<file path="src/include/aism_pkg.sv">
// Constants and carrier types for the audio interrupt status and mask block.
// Assumes a serial control port decoder that presents one register access per strobe.
package aism_pkg;

    // ------------------------------------------------------------
    // Register addresses
    // ------------------------------------------------------------
    localparam logic [6:0] ADDR_CONV_MASK   = 7'h1B;
    localparam logic [6:0] ADDR_STATUS      = 7'h1C;
    localparam logic [6:0] ADDR_STATUS_MASK = 7'h1D;

    // ------------------------------------------------------------
    // Field positions
    // ------------------------------------------------------------
    localparam int BIT_LEFT_OVERFLOW   = 2;
    localparam int BIT_RIGHT_OVERFLOW  = 1;
    localparam int BIT_MUTE_INDICATE   = 0;
    localparam int BIT_CONVERTER_SUM   = 7;
    localparam int BIT_TX_CS_COLLISION = 6;
    localparam int BIT_TX_USERBIT_EMPTY = 5;
    localparam int BIT_TX_CS_DONE      = 4;
    localparam int BIT_RX_CS_DIFF      = 3;
    localparam int BIT_RX_USERBIT      = 2;
    localparam int BIT_RX_CS_BLOCK     = 1;
    localparam int BIT_RECEIVER_SUM    = 0;

    // Writable bits; reserved bits read as zero
    localparam logic [7:0] CONV_MASK_RW   = 8'h07;
    localparam logic [7:0] STATUS_MASK_RW = 8'hF7;

    // ------------------------------------------------------------
    // Reset values
    // ------------------------------------------------------------
    localparam logic [7:0] RST_CONV_MASK   = 8'h00;
    localparam logic [7:0] RST_STATUS      = 8'h00;
    localparam logic [7:0] RST_STATUS_MASK = 8'h00;
    localparam logic [7:0] RDATA_UNMAPPED  = 8'h00;

    // ------------------------------------------------------------
    // Carriers
    // ------------------------------------------------------------
    typedef struct packed {
        logic [6:0] addr;
        logic [7:0] wdata;
        logic       rd;
        logic       wr;
    } aism_req_t;

    typedef struct packed {
        logic [7:0] rdata;
        logic       rvalid;
    } aism_rsp_t;

    // Converter flags for status bit 7, then event sources for status bits 6..0 in status order
    typedef struct packed {
        logic [2:0] conv_flags;
        logic [6:0] sources;
    } aism_evt_t;

endpackage

</file>
<file path="src/design/aism_flags.sv">
// Bank of sticky flags: set by hardware events, cleared as a group.
// Assumes set and clear arrive from logic on sys_clk.
`timescale 1ns/1ps
`default_nettype none

module aism_flags #(
    parameter int          WIDTH     = 8,
    parameter logic [WIDTH-1:0] RST_VALUE = '0
) (
    // Clock and reset
    input  wire logic             sys_clk,
    input  wire logic             rst_n,
    // Control
    input  wire logic [WIDTH-1:0] set,
    input  wire logic             clr,
    // State
    output var  logic [WIDTH-1:0] q
);

    logic [WIDTH-1:0] next_q;

    // Set beats a clear in the same cycle so no event is lost
    always_comb begin
        next_q = clr ? set : (q | set);
    end

    always_ff @(posedge sys_clk or negedge rst_n) begin
        if (!rst_n) begin
            q <= RST_VALUE;
        end else begin
            q <= next_q;
        end
    end

endmodule // aism_flags

`default_nettype wire

</file>
<file path="src/design/aism_top.sv">
// Interrupt status, converter mask and status mask registers with interrupt output.
// Assumes the serial port decoder issues single-cycle read and write strobes.
`timescale 1ns/1ps
`default_nettype none

module aism_top (
    // Clock and reset
    input  wire logic               sys_clk,
    input  wire logic               rst_n,
    // Register access from the serial control port
    input  wire aism_pkg::aism_req_t req,
    output var  aism_pkg::aism_rsp_t rsp,
    // Event sources from converter, receiver and transmitter
    input  wire aism_pkg::aism_evt_t evt,
    // Interrupt to host
    output var  logic               irq
);

    // ------------------------------------------------------------
    // Register state
    // ------------------------------------------------------------
    logic [7:0] conv_mask;
    logic [7:0] status_mask;
    logic [7:0] next_conv_mask;
    logic [7:0] next_status_mask;
    logic [7:0] status_q;
    logic [7:0] status_set;
    logic       status_rd;
    logic       conv_hit;
    aism_pkg::aism_rsp_t next_rsp;
    logic       next_irq;

    function automatic logic [7:0] merge_write(input logic [7:0] old,
                                               input logic [7:0] wdata,
                                               input logic [7:0] rw);
        merge_write = (old & ~rw) | (wdata & rw);
    endfunction

    always_comb begin
        next_conv_mask   = conv_mask;
        next_status_mask = status_mask;
        if (req.wr && req.addr == aism_pkg::ADDR_CONV_MASK) begin
            next_conv_mask = merge_write(conv_mask, req.wdata, aism_pkg::CONV_MASK_RW);
        end
        if (req.wr && req.addr == aism_pkg::ADDR_STATUS_MASK) begin
            next_status_mask = merge_write(status_mask, req.wdata, aism_pkg::STATUS_MASK_RW);
        end
    end

    always_ff @(posedge sys_clk or negedge rst_n) begin
        if (!rst_n) begin
            conv_mask   <= aism_pkg::RST_CONV_MASK;
            status_mask <= aism_pkg::RST_STATUS_MASK;
        end else begin
            conv_mask   <= next_conv_mask;
            status_mask <= next_status_mask;
        end
    end

    // ------------------------------------------------------------
    // Status flags
    // ------------------------------------------------------------
    always_comb begin
        conv_hit   = |(evt.conv_flags & conv_mask[2:0]);
        status_set = {conv_hit, evt.sources};
        status_rd  = req.rd && req.addr == aism_pkg::ADDR_STATUS;
    end

    aism_flags #(
        .WIDTH     (8),
        .RST_VALUE (aism_pkg::RST_STATUS)
    ) u_status (
        .sys_clk (sys_clk),
        .rst_n   (rst_n),
        .set     (status_set),
        .clr     (status_rd),
        .q       (status_q)
    );

    // ------------------------------------------------------------
    // Read path and interrupt
    // ------------------------------------------------------------
    always_comb begin
        next_rsp.rvalid = req.rd;
        next_rsp.rdata  = aism_pkg::RDATA_UNMAPPED;
        if (req.rd) begin
            unique case (req.addr)
                aism_pkg::ADDR_CONV_MASK:   next_rsp.rdata = conv_mask;
                aism_pkg::ADDR_STATUS:      next_rsp.rdata = status_q;
                aism_pkg::ADDR_STATUS_MASK: next_rsp.rdata = status_mask;
                default:                    next_rsp.rdata = aism_pkg::RDATA_UNMAPPED;
            endcase
        end
        // Registered, so the pin lags the flag by one cycle
        next_irq = |(status_q & status_mask);
    end

    always_ff @(posedge sys_clk or negedge rst_n) begin
        if (!rst_n) begin
            rsp <= '0;
            irq <= 1'b0;
        end else begin
            rsp <= next_rsp;
            irq <= next_irq;
        end
    end
endmodule // aism_top

`default_nettype wire

</file>
<file path="config.mk">
export PLATFORM = sky130hd
export DESIGN_NAME = aism_top
export DESIGN_NICKNAME = d
export VERILOG_FILES = /design/src/include/aism_pkg.sv /design/src/design/aism_flags.sv /design/src/design/aism_top.sv
export SDC_FILE = /design/constraint.sdc
export NUM_CORES = 1
export LEC_CHECK = 0
export ABC_CLOCK_PERIOD_IN_PS = 1080
export BUFFER_PORTS_ARGS = -buffer_cell sky130_fd_sc_hd__buf_4
export CAP_MARGIN = 20
export CELL_PAD_IN_SITES_DETAIL_PLACEMENT = 1
export CELL_PAD_IN_SITES_GLOBAL_PLACEMENT = 1
export CORE_ASPECT_RATIO = 1.5
export CORE_MARGIN = 5
export CORE_UTILIZATION = 40
export CTS_BUF_LIST = sky130_fd_sc_hd__clkbuf_4 sky130_fd_sc_hd__clkbuf_8
export DETAILED_ROUTE_END_ITERATION = 7
export PLACE_DENSITY_LB_ADDON = 0.1
export SLEW_MARGIN = 20
export SYNTH_ARGS = -nofsm -noshare
export SYNTH_HDL_FRONTEND = slang
export SYNTH_SLANG_ARGS = --single-unit
</file>
<file path="constraint.sdc">
create_clock -name sys_clk -period 1.08 [get_ports sys_clk]
set_input_delay 0.27 -clock sys_clk [delete_from_list [all_inputs] [get_ports sys_clk]]
set_output_delay 0.27 -clock sys_clk [all_outputs]
set_load 0.1 [all_outputs]
</file>
==> impl_metrics.yaml, run 1 <==
status:
  status: "complete, but fails checks"
  violations: "negative setup slack"
synthesis:
  yosys.area.top_type: "dfrtp_1"
  yosysWarnings: 0
  synth_cells: 81
  synth_area_per_cell_um2: 14.7
  yosysTopAreaCellShare_pct: 58.8
  synth_area_leaders: "dfrtp_1, mux2_4, mux2_2, a21o_1, mux2i_1"
  synth_seq_cells: 28
  postSynth.asyncResetShare_pct: 100
  yosysSeqAreaShare_pct: 58.8
  synth_nets: 110
  synth.distinct_cells: 22
  ys.flop_type: "dfrtp_1"
  syn_area_mm2: 0.00119
  synth_edf_count: 0
critical_path:
  worstSetupStartpointType: "input pin"
  worst_ep_required_time_ns: 1.24
  cpMaxStageDelayCell: "and4bb_4"
  worstPathCellList: "buf_6 > and4bb_4 > and4_4 > mux2_4"
  endpoint_kind: "flop"
  crit_arrival_ns: 1.32
  cp_num_buf_inv: 1
  critPathKind: "in -> reg"
  max_stage_delay_ns: 0.33
  worstPathMaxFanout: 7
  cpLargestDelayFamily: "simple AND/OR/NAND/NOR gates"
route:
  drt_iter0_markers: 14
  drt-pass1-iter-count: 4
  wl_per_cell_um: 17.9
  drt_wl_total_mm: 3.06
  routed_via_density: 4.98
  drcViolationCount: 0
  via_count: 852
  ant_nets: 0
floorplan:
  dieArea_mm2: 0.00419
  ios: 39
  fp.coreArea_mm2: 0.00288
  die_h_um: 76.8
  start_util_pct: 41.3
  die_w_um: 54.6
  num_rows: 24
timing:
  fin_skew_ns: 0.00158
  finalHoldViolCount: 0
  finalMaxSlewViolations: 0
  whs_ns: 0.148
  fmax_ghz: 0.857
  slew_headroom_pct: 77.0
  setup_viol: 28
  fin_ws_ns: -0.0862
  tightest_slew_ns: 0.345
  period_share_pct: 108
  finalCriticalPeriod_ns: 1.17
  rsz0062_at_grt: "true"
placed_design:
  dp_hpwl_mm: 2.38
  place_area_mm2: 0.00159
  pre_cts_slack_ns: -0.386
  gp_routability_congestion: 0.745
  port_buffers: 37
global_route:
  grt_usage_pct: 16.3
  antenna_found_initial: 0
  grt_pass1_vias: 987
  grt_first_pass_wirelength_mm: 4.85
  grt_max_degree: 29
  grt_remaining_overflow: 0
power:
  max-vdd-ir-drop_uv: 761
  leakagePower_nw: 0.817
  finalPower_w: 0.00238
  power.density_mw_per_mm2: 1360
cells_and_area:
  utilization_pct: 60.5
  area_delta_synth_final_pct: 46.4
  final_common_cell: "buf_4"
  fin_area_mm2: 0.00174
  final_nets: 162
  diodes: 0
  final_cell_mix: "buf_4, dfrtp_1, buf_6"
  drive_gt1_share_pct: 62.1
clocking:
  cts_tree: "built"
  cts_buffers: 3
  cts.clk_slew.worst_paths_ns: 0.09
  clock-sinks: 28
  clk_latency_ns: 0.27
  cts_max_level: 1
  ctsLongestPathBuffers: 2
  cts-root-buf: "clkbuf_8"
job:
  cap_violations: 0
hold_path:
  hold_path_class: "in -> reg"
==> final cells by class <==
type,count,area [µm²]
fill,308,1140
sequential,28,713
multi-input combinational,50,472
timing repair buffer,49,435
tap,39,48.8
clock buffer,3,41.3
clock inverter,1,30.0
inverter,1,3.75
==> power by group <==
group          switching [W]  internal, W  total [W]
Clock               0.000313     0.000496   0.000809
Combinational       0.000223     0.000201   0.000423
Sequential         0.0000418      0.00110    0.00114
Total               0.000578      0.00180    0.00238
==> sequential cells by signal, summed over array words and instances (netlist names) <==
name,cells
irq,1
u_status.q,8
rsp,9
conv_mask,3
status_mask,7
==> final timing paths <==
check | cells past startpoint | from | slack (ns) | to
min in group asynchronous | 2 | rst_n | 0.44 | u_status.q[4]
max | 4 | req[15] | -0.09 | status_mask[6]
max in group asynchronous | 2 | rst_n | 0.36 | rsp[3]
min reg2reg | 2 | u_status.q[3] | 0.51 | rsp[4]
max reg2reg | 2 | u_status.q[5] | 0.06 | irq
min | 1 | req[1] | 0.15 | rsp[0]
==> synth_stat cells (all sizes together), types with 2 or more instances <==
master and n:
a21o 7, a22oi 5, and4 2, buf 2, dfrtp 28, mux2 13
mux2i 4, nand3 2, nor2 8
==> what timing repair did <==
item,4_1_cts,5_1_grt
hold buffers,1,0
gates resized for setup,12,4
pin swaps,2,2
hold endpoints to repair,28,0
setup endpoints to repair,28,31
setup buffers,0,1
==> metrics by stage <==
stage / cells / TNS [ns]
after CTS: 170 / -1.53
after floorplan: 81 / -2.88
final: 171 / -1.47
after global routing: 171 / -1.90
after global placement: 165 / -7.13
after detailed placement: 165 / -7.64
==> logic make-up after synthesis <==
group | Yosys count | synth area share, %
AO/OA/AOI/OAI | 15 | 9.98
buffers and inverters | 3 | 2.42
flip-flops | 28 | 58.8
multiplexers | 17 | 17.9
AND/OR/NAND/NOR | 18 | 10.9
==> routing by layer <==
layer | share of wire, % | wire (µm) | GRT usage, % | vias up
li1 | - | - | - | 400
met4 | 1.2 | 37 | 6.73 | 0
met5 | 0 | 0 | 0 | -
met2 | 60 | 1840 | 29.6 | 18
met3 | 3.5 | 107 | 2.52 | 2
met1 | 35 | 1080 | 17.5 | 432
Power figures use the tool's default switching activity.
==> run 2: changes to the inputs <==
--- a/config.mk
+++ b/config.mk
@@ -15,6 +15,7 @@
 export CORE_UTILIZATION = 40
 export CTS_BUF_LIST = sky130_fd_sc_hd__clkbuf_4 sky130_fd_sc_hd__clkbuf_8
 export DETAILED_ROUTE_END_ITERATION = 7
+export MAX_ROUTING_LAYER = met4
 export PLACE_DENSITY_LB_ADDON = 0.1
 export SLEW_MARGIN = 20
 export SYNTH_ARGS = -nofsm -noshare
==> impl_metrics.yaml, run 2 (synthesis results as in run 1) <==
status:
  status: "complete, but fails checks"
  violations: "negative setup slack"
global_route:
  grt_usage_pct: 16.7
  grt_max_degree: 29
  grt_first_pass_wirelength_mm: 4.86
  grt_pass1_vias: 987
  grt_remaining_overflow: 0
  antenna_found_initial: 0
timing:
  period_share_pct: 108
  fin_skew_ns: 0.00158
  finalCriticalPeriod_ns: 1.17
  setup_viol: 28
  tightest_slew_ns: 0.347
  finalMaxSlewViolations: 0
  fmax_ghz: 0.858
  whs_ns: 0.148
  slew_headroom_pct: 76.9
  fin_ws_ns: -0.0856
  rsz0062_at_grt: "true"
  finalHoldViolCount: 0
cells_and_area:
  fin_area_mm2: 0.00174
  largest_reg_flops: 9
  drive_gt1_share_pct: 62.1
  nFillCells: 308
  multi_input_area_um2: 472
  area_delta_synth_final_pct: 46.4
  final_cell_mix: "buf_4, dfrtp_1, buf_6"
  final_nets: 162
  diodes: 0
  top_regs: "rsp: 9 flops, u_status.q: 8 flops, status_mask: 7 flops"
  final_common_cell: "buf_4"
  seq_area_um2: 713
  utilization_pct: 60.5
  regMostFlops: "rsp"
critical_path:
  critPathKind: "in -> reg"
  crit_arrival_ns: 1.32
  worstSetupStartpointType: "input pin"
  r2r-start: "u_status.q[5]"
  r2r_cells: 2
  max_stage_delay_ns: 0.33
  worstPathCellList: "buf_6 > and4bb_4 > and4_4 > mux2_4"
  worst_ep_required_time_ns: 1.24
  worstPathMaxFanout: 7
  r2r_slack_ns: 0.07
  endpoint_kind: "flop"
  r2r-end: "irq"
  cpMaxStageDelayCell: "and4bb_4"
floorplan:
  dieArea_mm2: 0.00419
  die_w_um: 54.6
  ios: 39
  num_rows: 24
  start_util_pct: 41.3
  die_h_um: 76.8
  fp.coreArea_mm2: 0.00288
clocking:
  clk_latency_ns: 0.27
  ctsLongestPathBuffers: 2
  cts_buffers: 3
  cts_max_level: 1
  cts_tree: "built"
  cts-root-buf: "clkbuf_8"
  clock-sinks: 28
  cts.clk_slew.worst_paths_ns: 0.09
job:
  cap_violations: 0
placed_design:
  pre_cts_slack_ns: -0.386
  gp_routability_congestion: 0.754
  place_area_mm2: 0.00159
  dp_hpwl_mm: 2.38
  port_buffers: 37
hold_path:
  whs_endpoint: "rsp[0]"
  hold_start: "req[1]"
  holdPathStages: 1
  hold_path_class: "in -> reg"
route:
  wl_per_cell_um: 17.9
  drcViolationCount: 0
  routed_via_density: 5.01
  drt_iter0_markers: 20
  drt-pass1-iter-count: 4
  ant_nets: 0
  drt_wl_total_mm: 3.06
  via_count: 856
power:
  finalPower_w: 0.00238
  max-vdd-ir-drop_uv: 761
  leakagePower_nw: 0.817
  power.density_mw_per_mm2: 1360
==> run 2: metrics by stage <==
step	setup TNS, ns	std cells
after floorplan	-2.88	81
after global placement	-7.13	165
after detailed placement	-7.64	165
after CTS	-1.53	170
after global routing	-1.90	171
final	-1.47	171
==> run 2: worst max-delay path: cells and delay by family <==
| kind | cells | cell delay, ns |
|---|---|---|
| simple gates | 2 | 0.64 |
| mux | 1 | 0.32 |
| buf+inv | 1 | 0.09 |
==> run 2: metal layers <==
layer / routed length (µm) / track usage, % / part of all wire (%)
met4: 39 / 6.73 / 1.3
met1: 1100 / 17.5 / 36
met2: 1820 / 29.5 / 59
met3: 104 / 2.52 / 3.4
met5: 0 / - / 0
==> run 2: where the power goes <==
part / internal [W] / switching, W / leakage, nW
logic: 0.000201 / 0.000223 / 0.455
clock network: 0.000496 / 0.000314 / 0.0357
registers: 0.00110 / 0.0000422 / 0.326
==> run 2: timing repair <==
item                                    CTS  global route
endpoints found under the setup margin   28            31
setup buffers                             0             1
hold buffers                              1             0
resized for setup                        12             4
endpoints found under the hold margin    28             0
gates cloned                              0             0
pin swaps                                 2             2
==> run 2: how the worst max path moves through the flow <==
stage / cells past startpoint / startpoint / end
after floorplan: 4 / req[15] / status_mask[0]
after global placement: 4 / req[15] / status_mask[1]
after detailed placement: 4 / req[15] / status_mask[4]
after CTS: 4 / req[16] / status_mask[6]
after global routing: 1 / rsp[8] / rsp[8]
final: 4 / req[15] / status_mask[6]
==> run 2: area by class of cell <==
| type | instances | share of cell area (%) |
|---|---|---|
| Clock buffer | 3 | 2.37 |
| Clock inverter | 1 | 1.72 |
| Inverter | 1 | 0.215 |
| Multi-Input combinational cell | 50 | 27.0 |
| Sequential cell | 28 | 40.9 |
| Tap cell | 39 | 2.80 |
| Timing Repair Buffer | 49 | 25.0 |
==> run 3: changes to the inputs <==
--- a/config.mk
+++ b/config.mk
@@ -11,12 +11,12 @@
 export CELL_PAD_IN_SITES_DETAIL_PLACEMENT = 1
 export CELL_PAD_IN_SITES_GLOBAL_PLACEMENT = 1
 export CORE_ASPECT_RATIO = 1.5
-export CORE_MARGIN = 5
 export CORE_UTILIZATION = 40
 export CTS_BUF_LIST = sky130_fd_sc_hd__clkbuf_4 sky130_fd_sc_hd__clkbuf_8
 export DETAILED_ROUTE_END_ITERATION = 7
 export MAX_ROUTING_LAYER = met4
 export PLACE_DENSITY_LB_ADDON = 0.1
+export RECOVER_POWER = 25
 export SLEW_MARGIN = 20
 export SYNTH_ARGS = -nofsm -noshare
 export SYNTH_HDL_FRONTEND = slang
==> impl_metrics.yaml, run 3 (synthesis results as in run 1) <==
status:
  status: "complete, but fails checks"
  violations: "negative setup slack"
timing:
  finalHoldViolCount: 0
  fmax_ghz: 0.855
  finalCriticalPeriod_ns: 1.17
  setup_tns_ns: -1.18
  fin_skew_ns: 0.00203
  whs_ns: 0.170
  period_share_pct: 108
  rsz0062_at_grt: "true"
  tightest_slew_ns: 0.627
  fin_ws_ns: -0.0902
  setup_viol: 21
  finalMaxSlewViolations: 0
  slew_headroom_pct: 58.2
route:
  wl_per_cell_um: 17.1
  drt_wl_total_mm: 2.84
  routed_via_density: 5.13
  drt-pass1-iter-count: 4
  ant_nets: 0
  via_count: 851
  drcViolationCount: 0
  drt_iter0_markers: 7
cells_and_area:
  largest_reg_flops: 9
  regMostFlops: "rsp"
  final_cell_mix: "buf_4, dfrtp_1, mux2_4, buf_6, dfrtp_2"
  utilization_pct: 62.5
  area_delta_synth_final_pct: 44.9
  final_common_cell: "buf_4"
  nFillCells: 280
  final_nets: 159
  drive_gt1_share_pct: 60.5
  diodes: 0
  top_regs: "rsp: 9 flops, u_status.q: 8 flops, status_mask: 7 flops"
critical_path:
  r2r_cells: 2
  r2r-end: "irq"
  worstPathMaxFanout: 7
  worst_ep_required_time_ns: 1.24
  crit_arrival_ns: 1.33
  r2r-start: "status_mask[7]"
  critPathKind: "in -> reg"
  max_stage_delay_ns: 0.34
  cpMaxStageDelayCell: "and4bb_4"
  r2r_slack_ns: 0.01
  worstSetupStartpointType: "input pin"
  endpoint_kind: "flop"
  worstPathCellList: "buf_6 > and4bb_4 > and4_4 > mux2_4"
floorplan:
  fp.coreArea_mm2: 0.00276
  die_h_um: 68.8
  num_rows: 23
  start_util_pct: 43.1
  die_w_um: 46.6
  ios: 39
  dieArea_mm2: 0.00320
power:
  combPwrFrac_pct: 19.3
  switchingPower_w: 0.000567
  seqPwrFrac_pct: 53.1
  max-vdd-ir-drop_uv: 906
  power.density_mw_per_mm2: 1250
  clkPwrFrac_pct: 27.6
  swShare_pct: 26.3
  p_int_w: 0.00159
  finalPower_w: 0.00216
  leakagePower_nw: 0.795
clocking:
  cts_tree: "built"
  ctsLongestPathBuffers: 2
  cts_buffers: 3
  cts.clk_slew.worst_paths_ns: 0.09
  clk_latency_ns: 0.27
  postCtsSetupBuffers: 0
  cts_max_level: 1
  cts-root-buf: "clkbuf_8"
  clock-sinks: 28
global_route:
  grt_max_degree: 29
  grt_first_pass_wirelength_mm: 4.45
  antenna_found_initial: 0
  grt_usage_pct: 21.0
  grt_remaining_overflow: 0
  grt_pass1_vias: 931
hold_path:
  hold_path_class: "in -> reg"
  hold_start: "evt[5]"
  whs_endpoint: "u_status.q[5]"
  holdPathStages: 2
placed_design:
  pre_cts_slack_ns: -0.379
  dp_hpwl_mm: 2.05
  gp_routability_congestion: 0.737
  port_buffers: 37
job:
  cap_violations: 0
==> run 3: cell types whose count changed in the layout (fill, tap and decap cells not counted), sizes merged <==
cell / change
buf: -4
clkbuf: +2
bufinv: -1
==> run 3: final cells by class <==
cell class	count	area [µm²]	area share, %
clock buffers	4	48.8	2.83
inverters	1	3.75	0.218
multi-input cells	50	484	28.1
flip-flops and latches	28	713	41.3
well taps	37	46.3	2.68
repair buffers	46	429	24.9
==> run 3: per-stage QoR <==
step | instance area (µm²) | cells
2_1_floorplan | 1210 | 81
3_3_place_gp | 1560 | 161
3_5_place_dp | 1560 | 161
4_1_cts | 1670 | 166
5_1_grt | 1730 | 166
6_report | 1730 | 166
==> run 3: how the worst max path moves through the flow <==
stage / end / from / cells past startpoint / slack [ns]
global placement: status_mask[5] / req[15] / 4 / -0.36
global route: status_mask[5] / req[16] / 4 / -0.1
CTS: status_mask[1] / req[16] / 4 / -0.07
detailed placement: status_mask[7] / req[15] / 4 / -0.38
finish: status_mask[7] / req[16] / 4 / -0.09
floorplan: status_mask[0] / req[15] / 4 / -0.29
==> run 3: power groups by stage <==
stage	clock, W	sequential, W	combinational, W
3_5_place_dp	0	0.00116	0.000390
5_1_grt	0.000661	0.00115	0.000442
4_1_cts	0.000618	0.00114	0.000406
3_3_place_gp	0	0.00116	0.000380
2_1_floorplan	0	0.00126	0.000120
6_report	0.000594	0.00115	0.000416
==> run 3: layer usage <==
| metal | track usage [%] | up-vias | wire (µm) |
|---|---|---|---|
| met1 | 24.4 | 426 | 1100 |
| met2 | 34.2 | 29 | 1590 |
| li1 | - | 392 | - |
| met4 | 12.1 | 0 | 63 |
| met5 | - | - | 0 |
| met3 | 2.34 | 4 | 77 |
==> run 3: worst max-delay path, delay by kind of cell <==
kind | cells | cell delay [ns]
AND/OR/NAND/NOR | 2 | 0.65
buffers and inverters | 1 | 0.09
multiplexers | 1 | 0.32
==> run 3: what timing repair did <==
item	4_1_cts	5_1_grt
gates resized for setup	13	15
pin swaps	2	9
endpoints found under the setup margin	28	31
endpoints found under the hold margin	28	0
hold buffers	1	0
